`config.mk`:
```
export PLATFORM = sky130hd
export DESIGN_NAME = cfw_flag_word
export DESIGN_NICKNAME = d
export VERILOG_FILES = /design/src/rtl/cfw_pkg.sv /design/src/rtl/cfw_alu_if.sv /design/src/rtl/cfw_eval.sv /design/src/rtl/cfw_accept.sv /design/src/rtl/cfw_flag_word.sv
export SDC_FILE = /design/constraint.sdc
export NUM_CORES = 1
export LEC_CHECK = 0
export BUFFER_PORTS_ARGS = -buffer_cell sky130_fd_sc_hd__buf_4
export CORE_ASPECT_RATIO = 0.75
export CORE_MARGIN = 3
export CORE_UTILIZATION = 33
export DETAILED_ROUTE_END_ITERATION = 7
export GPL_TIMING_DRIVEN = 0
export PLACE_DENSITY = 0.81
export SYNTH_ARGS = -nofsm -noshare
export SYNTH_HDL_FRONTEND = slang
export SYNTH_SLANG_ARGS = --single-unit
```
`constraint.sdc`:
```
create_clock -name clock -period 1.7 [get_ports clock]
set_clock_uncertainty 0.2 [all_clocks]
set_input_delay 0.085 -clock clock [delete_from_list [all_inputs] [get_ports clock]]
set_output_delay 0.085 -clock clock [all_outputs]
set_load 0.005 [all_outputs]
```
`src/rtl/cfw_pkg.sv`:
```
/*
 cfw_pkg: shared constants and types for the processor flag word block.
 Assumes a single clock and a synchronous active-low reset in every user.
*/
package cfw_pkg;
    // flag word bit positions
    localparam int unsigned CARRY_BIT = 0;
    localparam int unsigned DEBUG_BIT = 1;
    localparam int unsigned ZERO_BIT = 2;
    localparam int unsigned SIGN_BIT = 3;
    localparam int unsigned BANK_BIT = 4;
    localparam int unsigned OVFL_BIT = 5;
    localparam int unsigned IEN_BIT = 6;
    localparam int unsigned STKSEL_BIT = 7;
    localparam int unsigned PRIO_LSB = 8;
    localparam int unsigned PRIO_W = 3;
    localparam int unsigned RSVD_BIT = 11;
    localparam int unsigned WORD_W = 11;
    localparam int unsigned BUS_W = 16;
    localparam int unsigned DATA_W = 16;
    localparam int unsigned ADDR_W = 4;
    localparam int unsigned TRAP_W = 6;
    // register offsets on the software port
    localparam logic [3:0] FLAG_OFS = 4'h0;
    localparam logic [3:0] STATUS_OFS = 4'h1;
    // reset values
    localparam logic [10:0] FLAG_RST = 11'h000;
    // highest trap vector that also forces the interrupt stack
    localparam logic [5:0] TRAP_ISP_MAX = 6'h1F;
    // alu operation classes
    typedef enum logic [1:0] {
        CFW_OP_NONE,
        CFW_OP_ARITH,
        CFW_OP_LOGIC,
        CFW_OP_SHIFT
    } cfw_op_type;
endpackage : cfw_pkg

```
`src/rtl/cfw_alu_if.sv`:
```
/*
 cfw_alu_if: result bundle from the flag evaluator to the flag word core.
 Assumes both ends sit on the same clock.
*/
`timescale 1ns/1ps
`default_nettype none
interface cfw_alu_if;
    logic upd;
    logic carry;
    logic zero;
    logic sign;
    logic ovfl;
    logic ovfl_only;
    modport src (output upd, output carry, output zero, output sign, output ovfl,
        output ovfl_only);
    modport dst (input upd, input carry, input zero, input sign, input ovfl,
        input ovfl_only);
endinterface : cfw_alu_if
`default_nettype wire

```
`src/rtl/cfw_eval.sv`:
```
/*
 cfw_eval: derives result flags from an alu result, purely combinational.
 Assumes the result, carry-out and overflow come from logic on the same clock.
*/
`timescale 1ns/1ps
`default_nettype none
module cfw_eval (
    // alu result
    input wire cfw_pkg::cfw_op_type op,
    input wire logic [15:0] result,
    input wire logic carry_out,
    input wire logic overflow,
    // derived flags
    cfw_alu_if.src res
);
    // logic ops leave carry alone in the core; here only compute values
    assign res.upd = (op != cfw_pkg::CFW_OP_NONE);
    assign res.carry = carry_out;
    assign res.zero = (result == 16'h0000);
    assign res.sign = result[cfw_pkg::DATA_W-1];
    assign res.ovfl = overflow;
    assign res.ovfl_only = (op == cfw_pkg::CFW_OP_LOGIC);
endmodule : cfw_eval
`default_nettype wire

```
`src/rtl/cfw_accept.sv`:
```
/*
 cfw_accept: maskable interrupt acceptance decision.
 Assumes request level and flags are on the same clock.
*/
`timescale 1ns/1ps
`default_nettype none
module cfw_accept (
    // request
    input wire logic req,
    input wire logic [2:0] req_level,
    // current flag state
    input wire logic ien,
    input wire logic [2:0] prio,
    // decision
    output logic take
);
    // strictly above the current level, and only when enabled
    assign take = req && ien && (req_level > prio);
endmodule : cfw_accept
`default_nettype wire

```
`src/rtl/cfw_flag_word.sv`:
```
/*
 cfw_flag_word: the processor flag word with result, bank, stack select,
 interrupt enable and priority level, plus the interrupt acceptance check.
 Assumes the alu, sequencer and acknowledge logic share the clock; software
 reaches the word over a plain strobe port with read data one cycle later.
*/
// The placing of the registers and the address-and-strobe port are this design's own decisions.
// How it works
// - sign flag follows result sign bit of each arithmetic operation
// - bank select bit 0 picks bank 0, 1 picks bank 1
// - overflow flag set on overflow, cleared otherwise
// - maskable interrupts blocked while enable is 0
// - any interrupt acknowledge clears the enable flag
// - stack select 0 picks interrupt stack, 1 picks user stack
// - stack select cleared by hardware acknowledge or trap vector 0..31
// - priority level is three bits, levels 0 to 7
// - request accepted only above the current priority level
// - reserved bit reads undefined (here zero), writes should be zero
// - flag word holds eleven bits
// - carry flag captures alu carry, borrow or shift-out
// - zero flag set when result is zero
`timescale 1ns/1ps
`default_nettype none
module cfw_flag_word (
    // clock and reset
    input wire logic clock,
    input wire logic nrst,
    // alu result
    input wire cfw_pkg::cfw_op_type alu_op,
    input wire logic [15:0] alu_result,
    input wire logic alu_carry,
    input wire logic alu_overflow,
    // sequencer control writes
    input wire logic bank_wr,
    input wire logic bank_val,
    input wire logic ien_set,
    input wire logic ien_clr,
    input wire logic stk_wr,
    input wire logic stk_val,
    input wire logic prio_wr,
    input wire logic [2:0] prio_val,
    // interrupt path
    input wire logic irq_req,
    input wire logic [2:0] irq_level,
    input wire logic nmi_ack,
    input wire logic trap_exec,
    input wire logic [5:0] trap_vec,
    // software register port
    input wire logic [3:0] reg_addr,
    input wire logic [15:0] reg_wdata,
    input wire logic reg_wr,
    input wire logic reg_rd,
    output logic [15:0] reg_rdata,
    // state outputs
    output logic [10:0] cpu_flag_word,
    output logic bank_sel,
    output logic use_user_stack,
    output logic irq_take
);
    logic [10:0] flag_r;
    logic [10:0] flag_nxt;
    logic [15:0] rdata_r;
    logic [15:0] rdata_nxt;
    logic take_r;
    logic take_w;
    logic ack_any;
    logic stk_clear;
    logic sw_flag_wr;
    logic sw_flag_rd;
    logic sw_stat_rd;
    logic [2:0] prio_now;

    cfw_alu_if alu_res ();

    // flag derivation from the alu result
    cfw_eval u_eval (
        .op(alu_op),
        .result(alu_result),
        .carry_out(alu_carry),
        .overflow(alu_overflow),
        .res(alu_res)
    );

    // acceptance uses next-state flags so a just-finished update counts
    cfw_accept u_accept (
        .req(irq_req),
        .req_level(irq_level),
        .ien(flag_nxt[cfw_pkg::IEN_BIT]),
        .prio(prio_now),
        .take(take_w)
    );

    // address decode and acknowledge sources
    assign prio_now = flag_nxt[cfw_pkg::PRIO_LSB +: cfw_pkg::PRIO_W];
    assign sw_flag_wr = reg_wr && (reg_addr == cfw_pkg::FLAG_OFS);
    assign sw_flag_rd = reg_rd && (reg_addr == cfw_pkg::FLAG_OFS);
    assign sw_stat_rd = reg_rd && (reg_addr == cfw_pkg::STATUS_OFS);
    assign ack_any = take_r || nmi_ack;
    // hardware acknowledge or low trap vector forces the interrupt stack
    assign stk_clear = ack_any || (trap_exec && (trap_vec <= cfw_pkg::TRAP_ISP_MAX));

    // next flag word: software write first, then hardware, acknowledge last wins
    always_comb
    begin
        flag_nxt = flag_r;
        if (sw_flag_wr)
        begin
            flag_nxt = reg_wdata[cfw_pkg::WORD_W-1:0];
        end
        if (alu_res.upd)
        begin
            flag_nxt[cfw_pkg::OVFL_BIT] = alu_res.ovfl;
            flag_nxt[cfw_pkg::ZERO_BIT] = alu_res.zero;
            flag_nxt[cfw_pkg::SIGN_BIT] = alu_res.sign;
            // logic ops do not produce a carry, so keep it
            if (!alu_res.ovfl_only)
            begin
                flag_nxt[cfw_pkg::CARRY_BIT] = alu_res.carry;
            end
        end
        if (bank_wr)
        begin
            flag_nxt[cfw_pkg::BANK_BIT] = bank_val;
        end
        if (stk_wr)
        begin
            flag_nxt[cfw_pkg::STKSEL_BIT] = stk_val;
        end
        if (prio_wr)
        begin
            flag_nxt[cfw_pkg::PRIO_LSB +: cfw_pkg::PRIO_W] = prio_val;
        end
        if (ien_set)
        begin
            flag_nxt[cfw_pkg::IEN_BIT] = 1'h1;
        end
        if (ien_clr || ack_any)
        begin
            flag_nxt[cfw_pkg::IEN_BIT] = 1'h0;
        end
        if (stk_clear)
        begin
            flag_nxt[cfw_pkg::STKSEL_BIT] = 1'h0;
        end
    end

    // read mux; reserved bit and upper bits read as zero
    always_comb
    begin
        rdata_nxt = 16'h0000;
        if (sw_flag_rd)
        begin
            rdata_nxt = {5'h00, flag_r};
        end
        else if (sw_stat_rd)
        begin
            rdata_nxt = {12'h000, 1'h0, take_r, flag_r[cfw_pkg::STKSEL_BIT],
                flag_r[cfw_pkg::BANK_BIT]};
        end
    end

    // state registers
    always_ff @(posedge clock)
    begin
        if (!nrst)
        begin
            flag_r <= cfw_pkg::FLAG_RST;
            rdata_r <= 16'h0000;
            take_r <= 1'h0;
        end
        else
        begin
            flag_r <= flag_nxt;
            rdata_r <= rdata_nxt;
            take_r <= take_w && !take_r;
        end
    end

    // outputs straight from flops
    assign cpu_flag_word = flag_r;
    assign bank_sel = flag_r[cfw_pkg::BANK_BIT];
    assign use_user_stack = flag_r[cfw_pkg::STKSEL_BIT];
    assign irq_take = take_r;
    assign reg_rdata = rdata_r;

    // checks
    sign_track_a: assert property (@(posedge clock) disable iff (!nrst)
        (alu_op == cfw_pkg::CFW_OP_ARITH && !sw_flag_wr) |=>
        cpu_flag_word[cfw_pkg::SIGN_BIT] == $past(alu_result[15]))
        else $error("sign flag wrong");
    ovfl_track_a: assert property (@(posedge clock) disable iff (!nrst)
        (alu_op != cfw_pkg::CFW_OP_NONE) |=>
        cpu_flag_word[cfw_pkg::OVFL_BIT] == $past(alu_overflow))
        else $error("overflow flag wrong");
    zero_track_a: assert property (@(posedge clock) disable iff (!nrst)
        (alu_op != cfw_pkg::CFW_OP_NONE) |=>
        cpu_flag_word[cfw_pkg::ZERO_BIT] == ($past(alu_result) == 16'h0000))
        else $error("zero flag wrong");
    carry_track_a: assert property (@(posedge clock) disable iff (!nrst)
        (alu_op == cfw_pkg::CFW_OP_ARITH) |=>
        cpu_flag_word[cfw_pkg::CARRY_BIT] == $past(alu_carry))
        else $error("carry flag wrong");
    take_gate_a: assert property (@(posedge clock) disable iff (!nrst)
        irq_take |-> $past(irq_req) && $past(irq_level) > $past(prio_now))
        else $error("interrupt taken at too low a level");
    take_mask_a: assert property (@(posedge clock) disable iff (!nrst)
        irq_take |-> $past(flag_nxt[cfw_pkg::IEN_BIT]))
        else $error("interrupt taken while disabled");
    ack_clear_a: assert property (@(posedge clock) disable iff (!nrst)
        irq_take |=> !cpu_flag_word[cfw_pkg::IEN_BIT] && !use_user_stack)
        else $error("acknowledge did not clear enable and stack");
    trap_stack_a: assert property (@(posedge clock) disable iff (!nrst)
        (trap_exec && trap_vec <= 6'h1F) |=> !use_user_stack)
        else $error("trap did not select interrupt stack");
    bank_out_a: assert property (@(posedge clock) disable iff (!nrst)
        bank_wr && !sw_flag_wr |=> bank_sel == $past(bank_val))
        else $error("bank select not written");
    rsvd_read_a: assert property (@(posedge clock) disable iff (!nrst)
        reg_rd |=> reg_rdata[15:11] == 5'h00)
        else $error("reserved bits not zero");

    take_seen_c: cover property (@(posedge clock) disable iff (!nrst) irq_take);
    trap_seen_c: cover property (@(posedge clock) disable iff (!nrst)
        trap_exec && use_user_stack);
    sw_write_c: cover property (@(posedge clock) disable iff (!nrst) sw_flag_wr);
    blocked_c: cover property (@(posedge clock) disable iff (!nrst)
        irq_req && !take_w);
endmodule : cfw_flag_word
`default_nettype wire

```
After elaboration in Yosys (flattened, before gate mapping) --
Cells that the tools add are included.
Cells by class: muxes and demuxes 12, equality and inequality tests 2, $lt $le $gt $ge 2, reduce and logical (&&, ||, !) cells 19, bitwise gates (word level) 1
Operators with widths (count):
- $mux W11 | 2
- $logic_not A16 Y1 | 1
- $reduce_bool A2 Y1 | 4
- $logic_and A1 B1 Y1 | 7
- $mux W1 | 7
- $le A6 B5 Y1 const B | 1
- $mux W3 | 2
- $eq A4 B1 Y1 const B | 1
- $logic_not A4 Y1 | 1
- $reduce_or A2 Y1 | 2
- $gt A3 B3 Y1 | 1
- $logic_or A1 B1 Y1 | 3
- $eq A2 B2 Y1 const B | 1
- $mux W2 | 1
- $logic_not A1 Y1 | 1
- $not A1 Y1 | 1
Storage, ports and cells: logic and storage cells 44, output and inout bits 30, bits of input ports 66, bits in registers 28

Longest topological paths before layout --
Gate-level depths: netlist of run 1.
word-level depth 8, depth in mapped cells 10, mapped depth without buffers 9

Cells and area by module --
From an unflattened synthesis of run 1, not the netlist that was laid out.
Unflattened totals: cell total of the unflattened synthesis 129, area total of the unflattened synthesis 1228.7 um^2
By module, submodules not included:
- cfw_flag_word | area an instance 1083.5 um^2, cells each 109, instances 1, seq. area each 460.4 um^2
- cfw_accept | area an instance 76.3 um^2, cells each 10, instances 1, seq. area each 0.0 um^2
- cfw_eval | area an instance 68.8 um^2, cells each 10, instances 1, seq. area each 0.0 um^2

Worst setup path after synthesis of run 1 --
Ideal clock, no wire load.
kind input to register, from input reg_addr[1], to register take_r, in the netlist irq_take, library setup time 0.122 ns, path slack -0.117 ns, data arrival time 1.495 ns, stages on the path 9, data required time 1.378 ns, path buffers 0, cells stage by stage or3_4 > o21ai_0 > nand3_1 > nand2_1 > ha_1 > nor2b_1 > o21a_1 > o21ai_0 > nor4_1
On the way: cells in the longest elaborated chain, start to end 8, elaborated cells between the ends (all ways) 10, those cells by class 1 x order compare; 4 x mux; 5 x reduce/logical
RTL lines:
- from (decl) | RTL line cfw_flag_word.sv:49 | input wire logic [3:0] reg_addr,
- $logic_not A4 Y1 * | RTL line cfw_flag_word.sv:95 | assign sw_flag_wr = reg_wr && (reg_addr == cfw_pkg::FLAG_OFS);
- $logic_and A1 B1 Y1 * | RTL line cfw_flag_word.sv:95
- $mux W11 * | RTL line cfw_flag_word.sv:106 | if (sw_flag_wr)
- branches (longest 3 deep; another with $gt A3 B3 Y1)
- $logic_and A1 B1 Y1 * | RTL line cfw_accept.sv:18 | assign take = req && ien && (req_level > prio);
- $logic_and A1 B1 Y1 * | RTL line cfw_flag_word.sv:175 | take_r <= take_w && !take_r;
- to (signal assigned) | RTL line cfw_flag_word.sv:175
- to (decl) | RTL line cfw_flag_word.sv:64 | logic take_r;
Mark *: on every way between the ends. The select of a mux whose other input is x is not followed. A chain may end at the register's enable or synchronous reset.

Worst setup path in the final report of run 1 --
from input reg_addr[2], to register take_r, in the netlist irq_take
On the way: elaborated cells between the ends (all ways) 10, those cells by class 1 x order compare; 4 x mux; 5 x reduce/logical
RTL lines:
- $logic_not A4 Y1 | RTL line cfw_flag_word.sv:95
- $logic_and A1 B1 Y1 | RTL line cfw_flag_word.sv:95
- $mux W11 | RTL line cfw_flag_word.sv:106
- $mux W3 | RTL line cfw_flag_word.sv:129 | if (prio_wr)
- net flag_nxt[8] | RTL line cfw_flag_word.sv:61 | logic [10:0] flag_nxt;
- $gt A3 B3 Y1 | RTL line cfw_accept.sv:18
- $logic_and A1 B1 Y1 | RTL line cfw_accept.sv:18
- $logic_and A1 B1 Y1 | RTL line cfw_flag_word.sv:175
The timed path passes the listed nets, and every way through them passes these cells. The select of a mux whose other input is x is not followed.

==> run_results.csv, run 1 <==
group,metric,value,unit
outcome,outcome,"finished, violations left",
outcome,violations,"negative setup slack",
pwr,combPwrFrac,26.6,%
drt,firstDrtPassIters,4,
synthesis,yosysTopAreaCell,"dfxtp_1",
synthesis,synth_area_leaders,"dfxtp_1 42%, nand2_1 5.2%, buf_4 4.8%, and2_1 4.6%, mux2i_1 4.6%",
die,dieArea,4030,sq um
placed_design,dp_cells,246,
die,pin_count,96,
worst_hold_path,hold_path_class,"in2reg",
cts,worstSkewPairLatency,260,ps
critical_path,critPathKind,"in2reg",
timing,period_share,101,%
die,die_x,72.3,um
global_route,antenna_found_initial,0,
die,initial_core_util,35.8,%
timing,setup_slack,-21.8,ps
finish,drive_gt1_share,41.3,%
pwr,power.total,1.22,mW
global_route,grt_max_degree,14,
pwr,p_int,929,uW
finish,area_delta_synth_final,104,%
synthesis,yosysUniqueCellTypes,33,
cts,cts_tree,"done",
synthesis,syn_inst,125,
placed_design,pre_cts_ws,-396,ps
pwr,clkPwrFrac,27.1,%
synthesis,synth_top_area_share,42.3,%
global_route,grt_pass1_wl,6310,um
flow_run,cap_violations,0,
synthesis,ys_async_sr_fraction,0,%
cts,cts_num_sinks,23,
synthesis,ys_seq_area_share,42.3,%
drt,first_iter_violations,52,
synthesis,syn_area,1090,sq um
finish,final_util,73.1,%
synthesis,yosysMostFrequentCell,"dfxtp_1",
global_route,grt_pass1_vias,1387,
synthesis,yosysWarnings,0,
critical_path,crit_arrival,1700,ps
timing,rsz0062_at_grt,"yes",
die,core,3040,sq um
timing,period_minus_slack,1720,ps
timing,slew_violations,0,
pwr,powerDensity,551,nW/um^2
drt,via_count,1349,
critical_path,cp.required,1680,ps
timing,tns,-21.8,ps
cts,root_buffer,"clkbuf_8",
drt,remaining_drc_errors,0,
synthesis,synth_edf_count,0,
finish,instances_no_fill,290,
drt,ant_nets,0,
cts,numCtsBuffers,3,
die,num_rows,17,
critical_path,cp-start-kind,"primary input",
placed_design,place_hpwl,2620,um
cts,cts.htree.levels,1,
pwr,power.leakage,1.07,nW
pwr,pwr-share-seq,46.3,%
synthesis,ys_seq_elements,23,
drt,viasPerCell,4.65,
timing,timing.fmax,581,MHz
synthesis,synth_flop_cell,"dfxtp_1",
global_route,grt_usage,20.0,%
drt,routedWlPerCell,13.9,um
placed_design,place.gp.congestion,0.776,
synthesis,syn_avg_cell_area,8.71,sq um
critical_path,crit_path_max_fanout,4,
cts,clockBufferDepth,2,
finish,layout.nets,322,
synthesis,synth_common_cells,"23 x dfxtp_1, 15 x nand2_1, 8 x and2_1, 8 x inv_1",
pwr,p_sw_share,24.2,%
pwr,p_switching,296,uW
critical_path,cp-end-kind,"register",
timing,finalSetupViolations,1,
pwr,vdd_drop_max,341,uV
cts,clk_pin_slew_worst_paths,80,ps
drt,routed_wirelength,4040,um
die,die_h,55.7,um
global_route,grt_overflow,0,
placed_design,io_buffer_count,79,
finish,n_antenna_cell,0,
timing,finalHoldViolCount,0,
-- sequential cells by signal, summed over array words and instances (netlist names) --
signal	flops
irq_take	1
reg_rdata	11
cpu_flag_word	11
-- logic make-up (layout without fill, tap and decap cells) --
family / count (synthesis) / count (layout) / synth area share, %
adders and majority gates: 3 / 3 / 3.45
and+or+nand+nor: 55 / 55 / 28.4
buffers and inverters: 17 / 140 / 8.39
DFF: 23 / 23 / 42.3
AOI/OAI and AO/OA: 21 / 21 / 12.5
other: 1 / 5 / 0.344
muxes: 5 / 5 / 4.60
-- cells in the final DEF (no fill, tap or decap), types with 4 or more instances in the layout --
cell	netlist	routed
a31oi_1	5	4
and2_1	8	8
buf_4	7	88
conb_1	1	5
dfxtp_1	23	22
dlygate4sd3_1	0	39
inv_1	8	8
mux2i_1	5	5
nand2_1	15	15
nand3_1	6	6
nor2_1	7	7
o21ai_0	6	4
o21ai_1	3	4
-- routing by layer --
layer | vias up | GRT usage (%) | routed length, um
li1 | 675 | - | -
met1 | 603 | 20.8 | 1530
met2 | 59 | 38.1 | 2170
met3 | 12 | 4.15 | 212
met4 | 0 | 8.04 | 133
met5 | - | 0 | 0
-- cell type report --
class	count	area [sq um]
plain buffers	9	63.8
clock buffers	3	41.3
clock inverters	1	5.00
fillers	222	820
inverters	8	30.0
multi-input cells	89	582
flip-flops and latches	23	462
well taps	38	47.5
repair buffers	119	991
-- stage by stage --
step                      cell area, sq um  hold WS (ps)
after floorplan                       1110         -37.0
after global placement                1750          62.9
after detailed placement              1750          64.2
after CTS                             2190          1.81
after global routing                  2220          20.2
final                                 2220         0.870
-- final timing paths --
path,startpoint,to,slack (ps),depth (start not counted)
setup / recovery,reg_addr[2],irq_take,-20,8
hold / removal,trap_vec[5],cpu_flag_word[7],0.9,3
setup reg to reg,cpu_flag_word[8],irq_take,0,6
hold reg to reg,cpu_flag_word[1],cpu_flag_word[1],290,2
-- critical path, stage by stage --
cell and delay [ps]:
buf_4 120, or3_4 400, o21ai_2 150, a31oi_2 120
ha_1 300, a311oi_2 250, o21ai_1 100, nor4_1 160
-- power by group through the flow --
stage / Sequential, mW / Clock [mW] / Combinational, mW
2_1_floorplan: 0.577 / 0 / 0.0935
3_3_place_gp: 0.578 / 0 / 0.231
3_5_place_dp: 0.579 / 0 / 0.236
4_1_cts: 0.566 / 0.338 / 0.308
5_1_grt: 0.569 / 0.365 / 0.353
6_report: 0.567 / 0.332 / 0.326
-- what timing repair did --
item / in CTS / in global routing
pin swaps: 1 / 0
setup buffers: 1 / 0
hold endpoints to repair: 14 / 1
endpoints found under the setup margin: 1 / 3
gates resized for setup: 5 / 2
hold buffers: 37 / 3
Power figures use the tool's default switching activity.
==> run 2: changes to the inputs <==
- HOLD_SLACK_MARGIN: unset -> 0.05
==> run 2 against run 1 <==
  * The run still ends with negative setup slack left
  * Setup slack lost 17 ps
  * Routed wire length rose by 3.7%
  * Critical path depth grew 2
  * Count of clock-buffer cells in the layout stayed put
  * Total power is 1.4% higher
  * Combinational power is 5% higher
  * Critical path type unchanged
  * Largest cell class unchanged
==> run_results.csv, run 2 (synthesized netlist as in run 1, its figures left out) <==
group,metric,value,unit
die,initial_core_util,35.8,%
global_route,grt_max_degree,14,
cts,cts_num_sinks,23,
timing,finalSetupViolations,1,
drt,viasPerCell,4.67,
global_route,grt_pass1_wl,6550,um
worst_hold_path,whs_path_depth,4,
timing,setup_slack,-38.9,ps
drt,first_iter_violations,59,
finish,area_delta_synth_final,111,%
finish,layout_commonest_cell,"buf_4",
worst_hold_path,hold_end,"cpu_flag_word[2]",
cts,numCtsBuffers,3,
pwr,pwr-share-seq,45.7,%
finish,fillers,206,
timing,period_minus_slack,1740,ps
critical_path,cp.required,1650,ps
die,pin_count,96,
die,dieArea,4030,sq um
cts,cts_tree,"done",
cts,cts.htree.levels,1,
die,core,3040,sq um
flow_run,cap_violations,0,
critical_path,r2r_slack,-30,ps
cts,worstSkewPairLatency,260,ps
critical_path,crit_path_max_fanout,4,
worst_hold_path,min_from,"nrst",
finish,n_antenna_cell,0,
finish,mostFrequentLayoutCells,"89 x buf_4, 46 x dlygate4sd3_1, 22 x dfxtp_1",
finish,layout.nets,330,
pwr,p_int,940,uW
timing,rsz0062_at_grt,"yes",
placed_design,dpl_cell_area,1750,sq um
placed_design,place.gp.congestion,0.776,
pwr,p_sw_share,24.2,%
global_route,grt_pass1_vias,1437,
pwr,combPwrFrac,27.5,%
drt,remaining_drc_errors,0,
placed_design,io_buffer_count,79,
drt,firstDrtPassIters,4,
drt,routedWlPerCell,14.1,um
outcome,violations,"negative setup slack",
die,die_h,55.7,um
pwr,p_switching,301,uW
cts,root_buffer,"clkbuf_8",
critical_path,cp-end-kind,"register",
pwr,powerDensity,540,nW/um^2
timing,timing.fmax,575,MHz
critical_path,crit-reg2reg-capture,"irq_take",
die,die_x,72.3,um
global_route,grt_overflow,0,
finish,design_area,2300,sq um
cts,clockBufferDepth,2,
global_route,antenna_found_initial,0,
critical_path,crit_arrival,1690,ps
cts,clk_pin_slew_worst_paths,80,ps
pwr,power.leakage,1.10,nW
outcome,outcome,"finished, violations left",
finish,instances_no_fill,298,
global_route,grt_usage,20.7,%
placed_design,place_hpwl,2620,um
drt,routed_wirelength,4190,um
pwr,vdd_drop_max,356,uV
finish,drive_gt1_share,40.4,%
timing,slew_violations,0,
drt,ant_nets,0,
critical_path,cp-start-kind,"primary input",
critical_path,critPathKind,"in2reg",
die,num_rows,17,
timing,period_share,102,%
critical_path,r2r_cells,8,
critical_path,r2r-start,"cpu_flag_word[9]",
drt,via_count,1392,
timing,finalHoldViolCount,0,
pwr,clkPwrFrac,26.8,%
placed_design,dp_cells,246,
worst_hold_path,hold_path_class,"in2reg",
-- run 2: cell count changes in the layout (fill, tap and decap cells not counted), sizes merged --
cell / change
buf: +1
dlygate4sd3: +7
-- run 2: worst max-delay path, cell delays in order --
cell and delay, ps:
buf_4 120, or3_4 400, o21ai_1 140, nand3_1 130, nand2_1 90, ha_1 250, nor2b_1 140, o21a_1 160
o21ai_1 120, nor4_1 60
-- run 2: layout make-up --
class	instances	area, sq um	area share [%]
buffer	9	63.8	2.77
sequential	23	462	20.1
inverter	8	30.0	1.31
clock buffer	3	41.3	1.80
clock inverter	1	5.00	0.218
multi-input combinational	89	582	25.3
timing repair buffer	127	1070	46.5
tap	38	47.5	2.07
-- run 2: how the worst max path moves through the flow --
stage / from / slack [ps] / to / cells past startpoint
2_1_floorplan: reg_addr[0] / -60 / irq_take / 10
3_3_place_gp: reg_addr[1] / -370 / irq_take / 8
3_5_place_dp: reg_addr[1] / -400 / irq_take / 8
4_1_cts: reg_addr[2] / -6 / irq_take / 8
5_1_grt: reg_addr[2] / -140 / irq_take / 8
6_report: reg_addr[2] / -40 / irq_take / 10
-- run 2: per-stage QoR --
stage | setup TNS, ps | utilization [%] | hold slack, ps | power [mW] | setup WS, ps
5_1_grt | -178 | 75.6 | 87.9 | 1.30 | -141
6_report | -38.9 | 75.6 | 58.2 | 1.24 | -38.9
4_1_cts | -6.26 | 74.3 | 51.0 | 1.22 | -6.26
2_1_floorplan | -57.7 | - | -37.0 | 0.670 | -57.7
3_5_place_dp | -396 | 57.4 | 64.2 | 0.814 | -396
3_3_place_gp | -372 | 57.4 | 62.9 | 0.809 | -372
-- run 2: metal layers --
metal / track usage [%] / vias up / wire length (um)
met3: 4.33 / 12 / 247
met2: 40.3 / 59 / 2290
met5: 0 / - / 0
met4: 6.17 / 0 / 108
met1: 21.7 / 631 / 1550
li1: - / 690 / -
-- run 2: what timing repair did --
item                                    CTS  global route
hold buffers                             44             3
pin swaps                                 1             2
endpoints found under the hold margin    15             1
endpoints found under the setup margin    1             4
gates resized for setup                   5             2
setup buffers                             1             1
-- run 2: power by group through the flow --
stage | Sequential (mW) | Clock (mW) | Combinational (mW)
after floorplan | 0.577 | 0 | 0.0935
after global placement | 0.578 | 0 | 0.231
after detailed placement | 0.579 | 0 | 0.236
after CTS | 0.566 | 0.338 | 0.320
after global routing | 0.570 | 0.363 | 0.368
final | 0.567 | 0.333 | 0.341
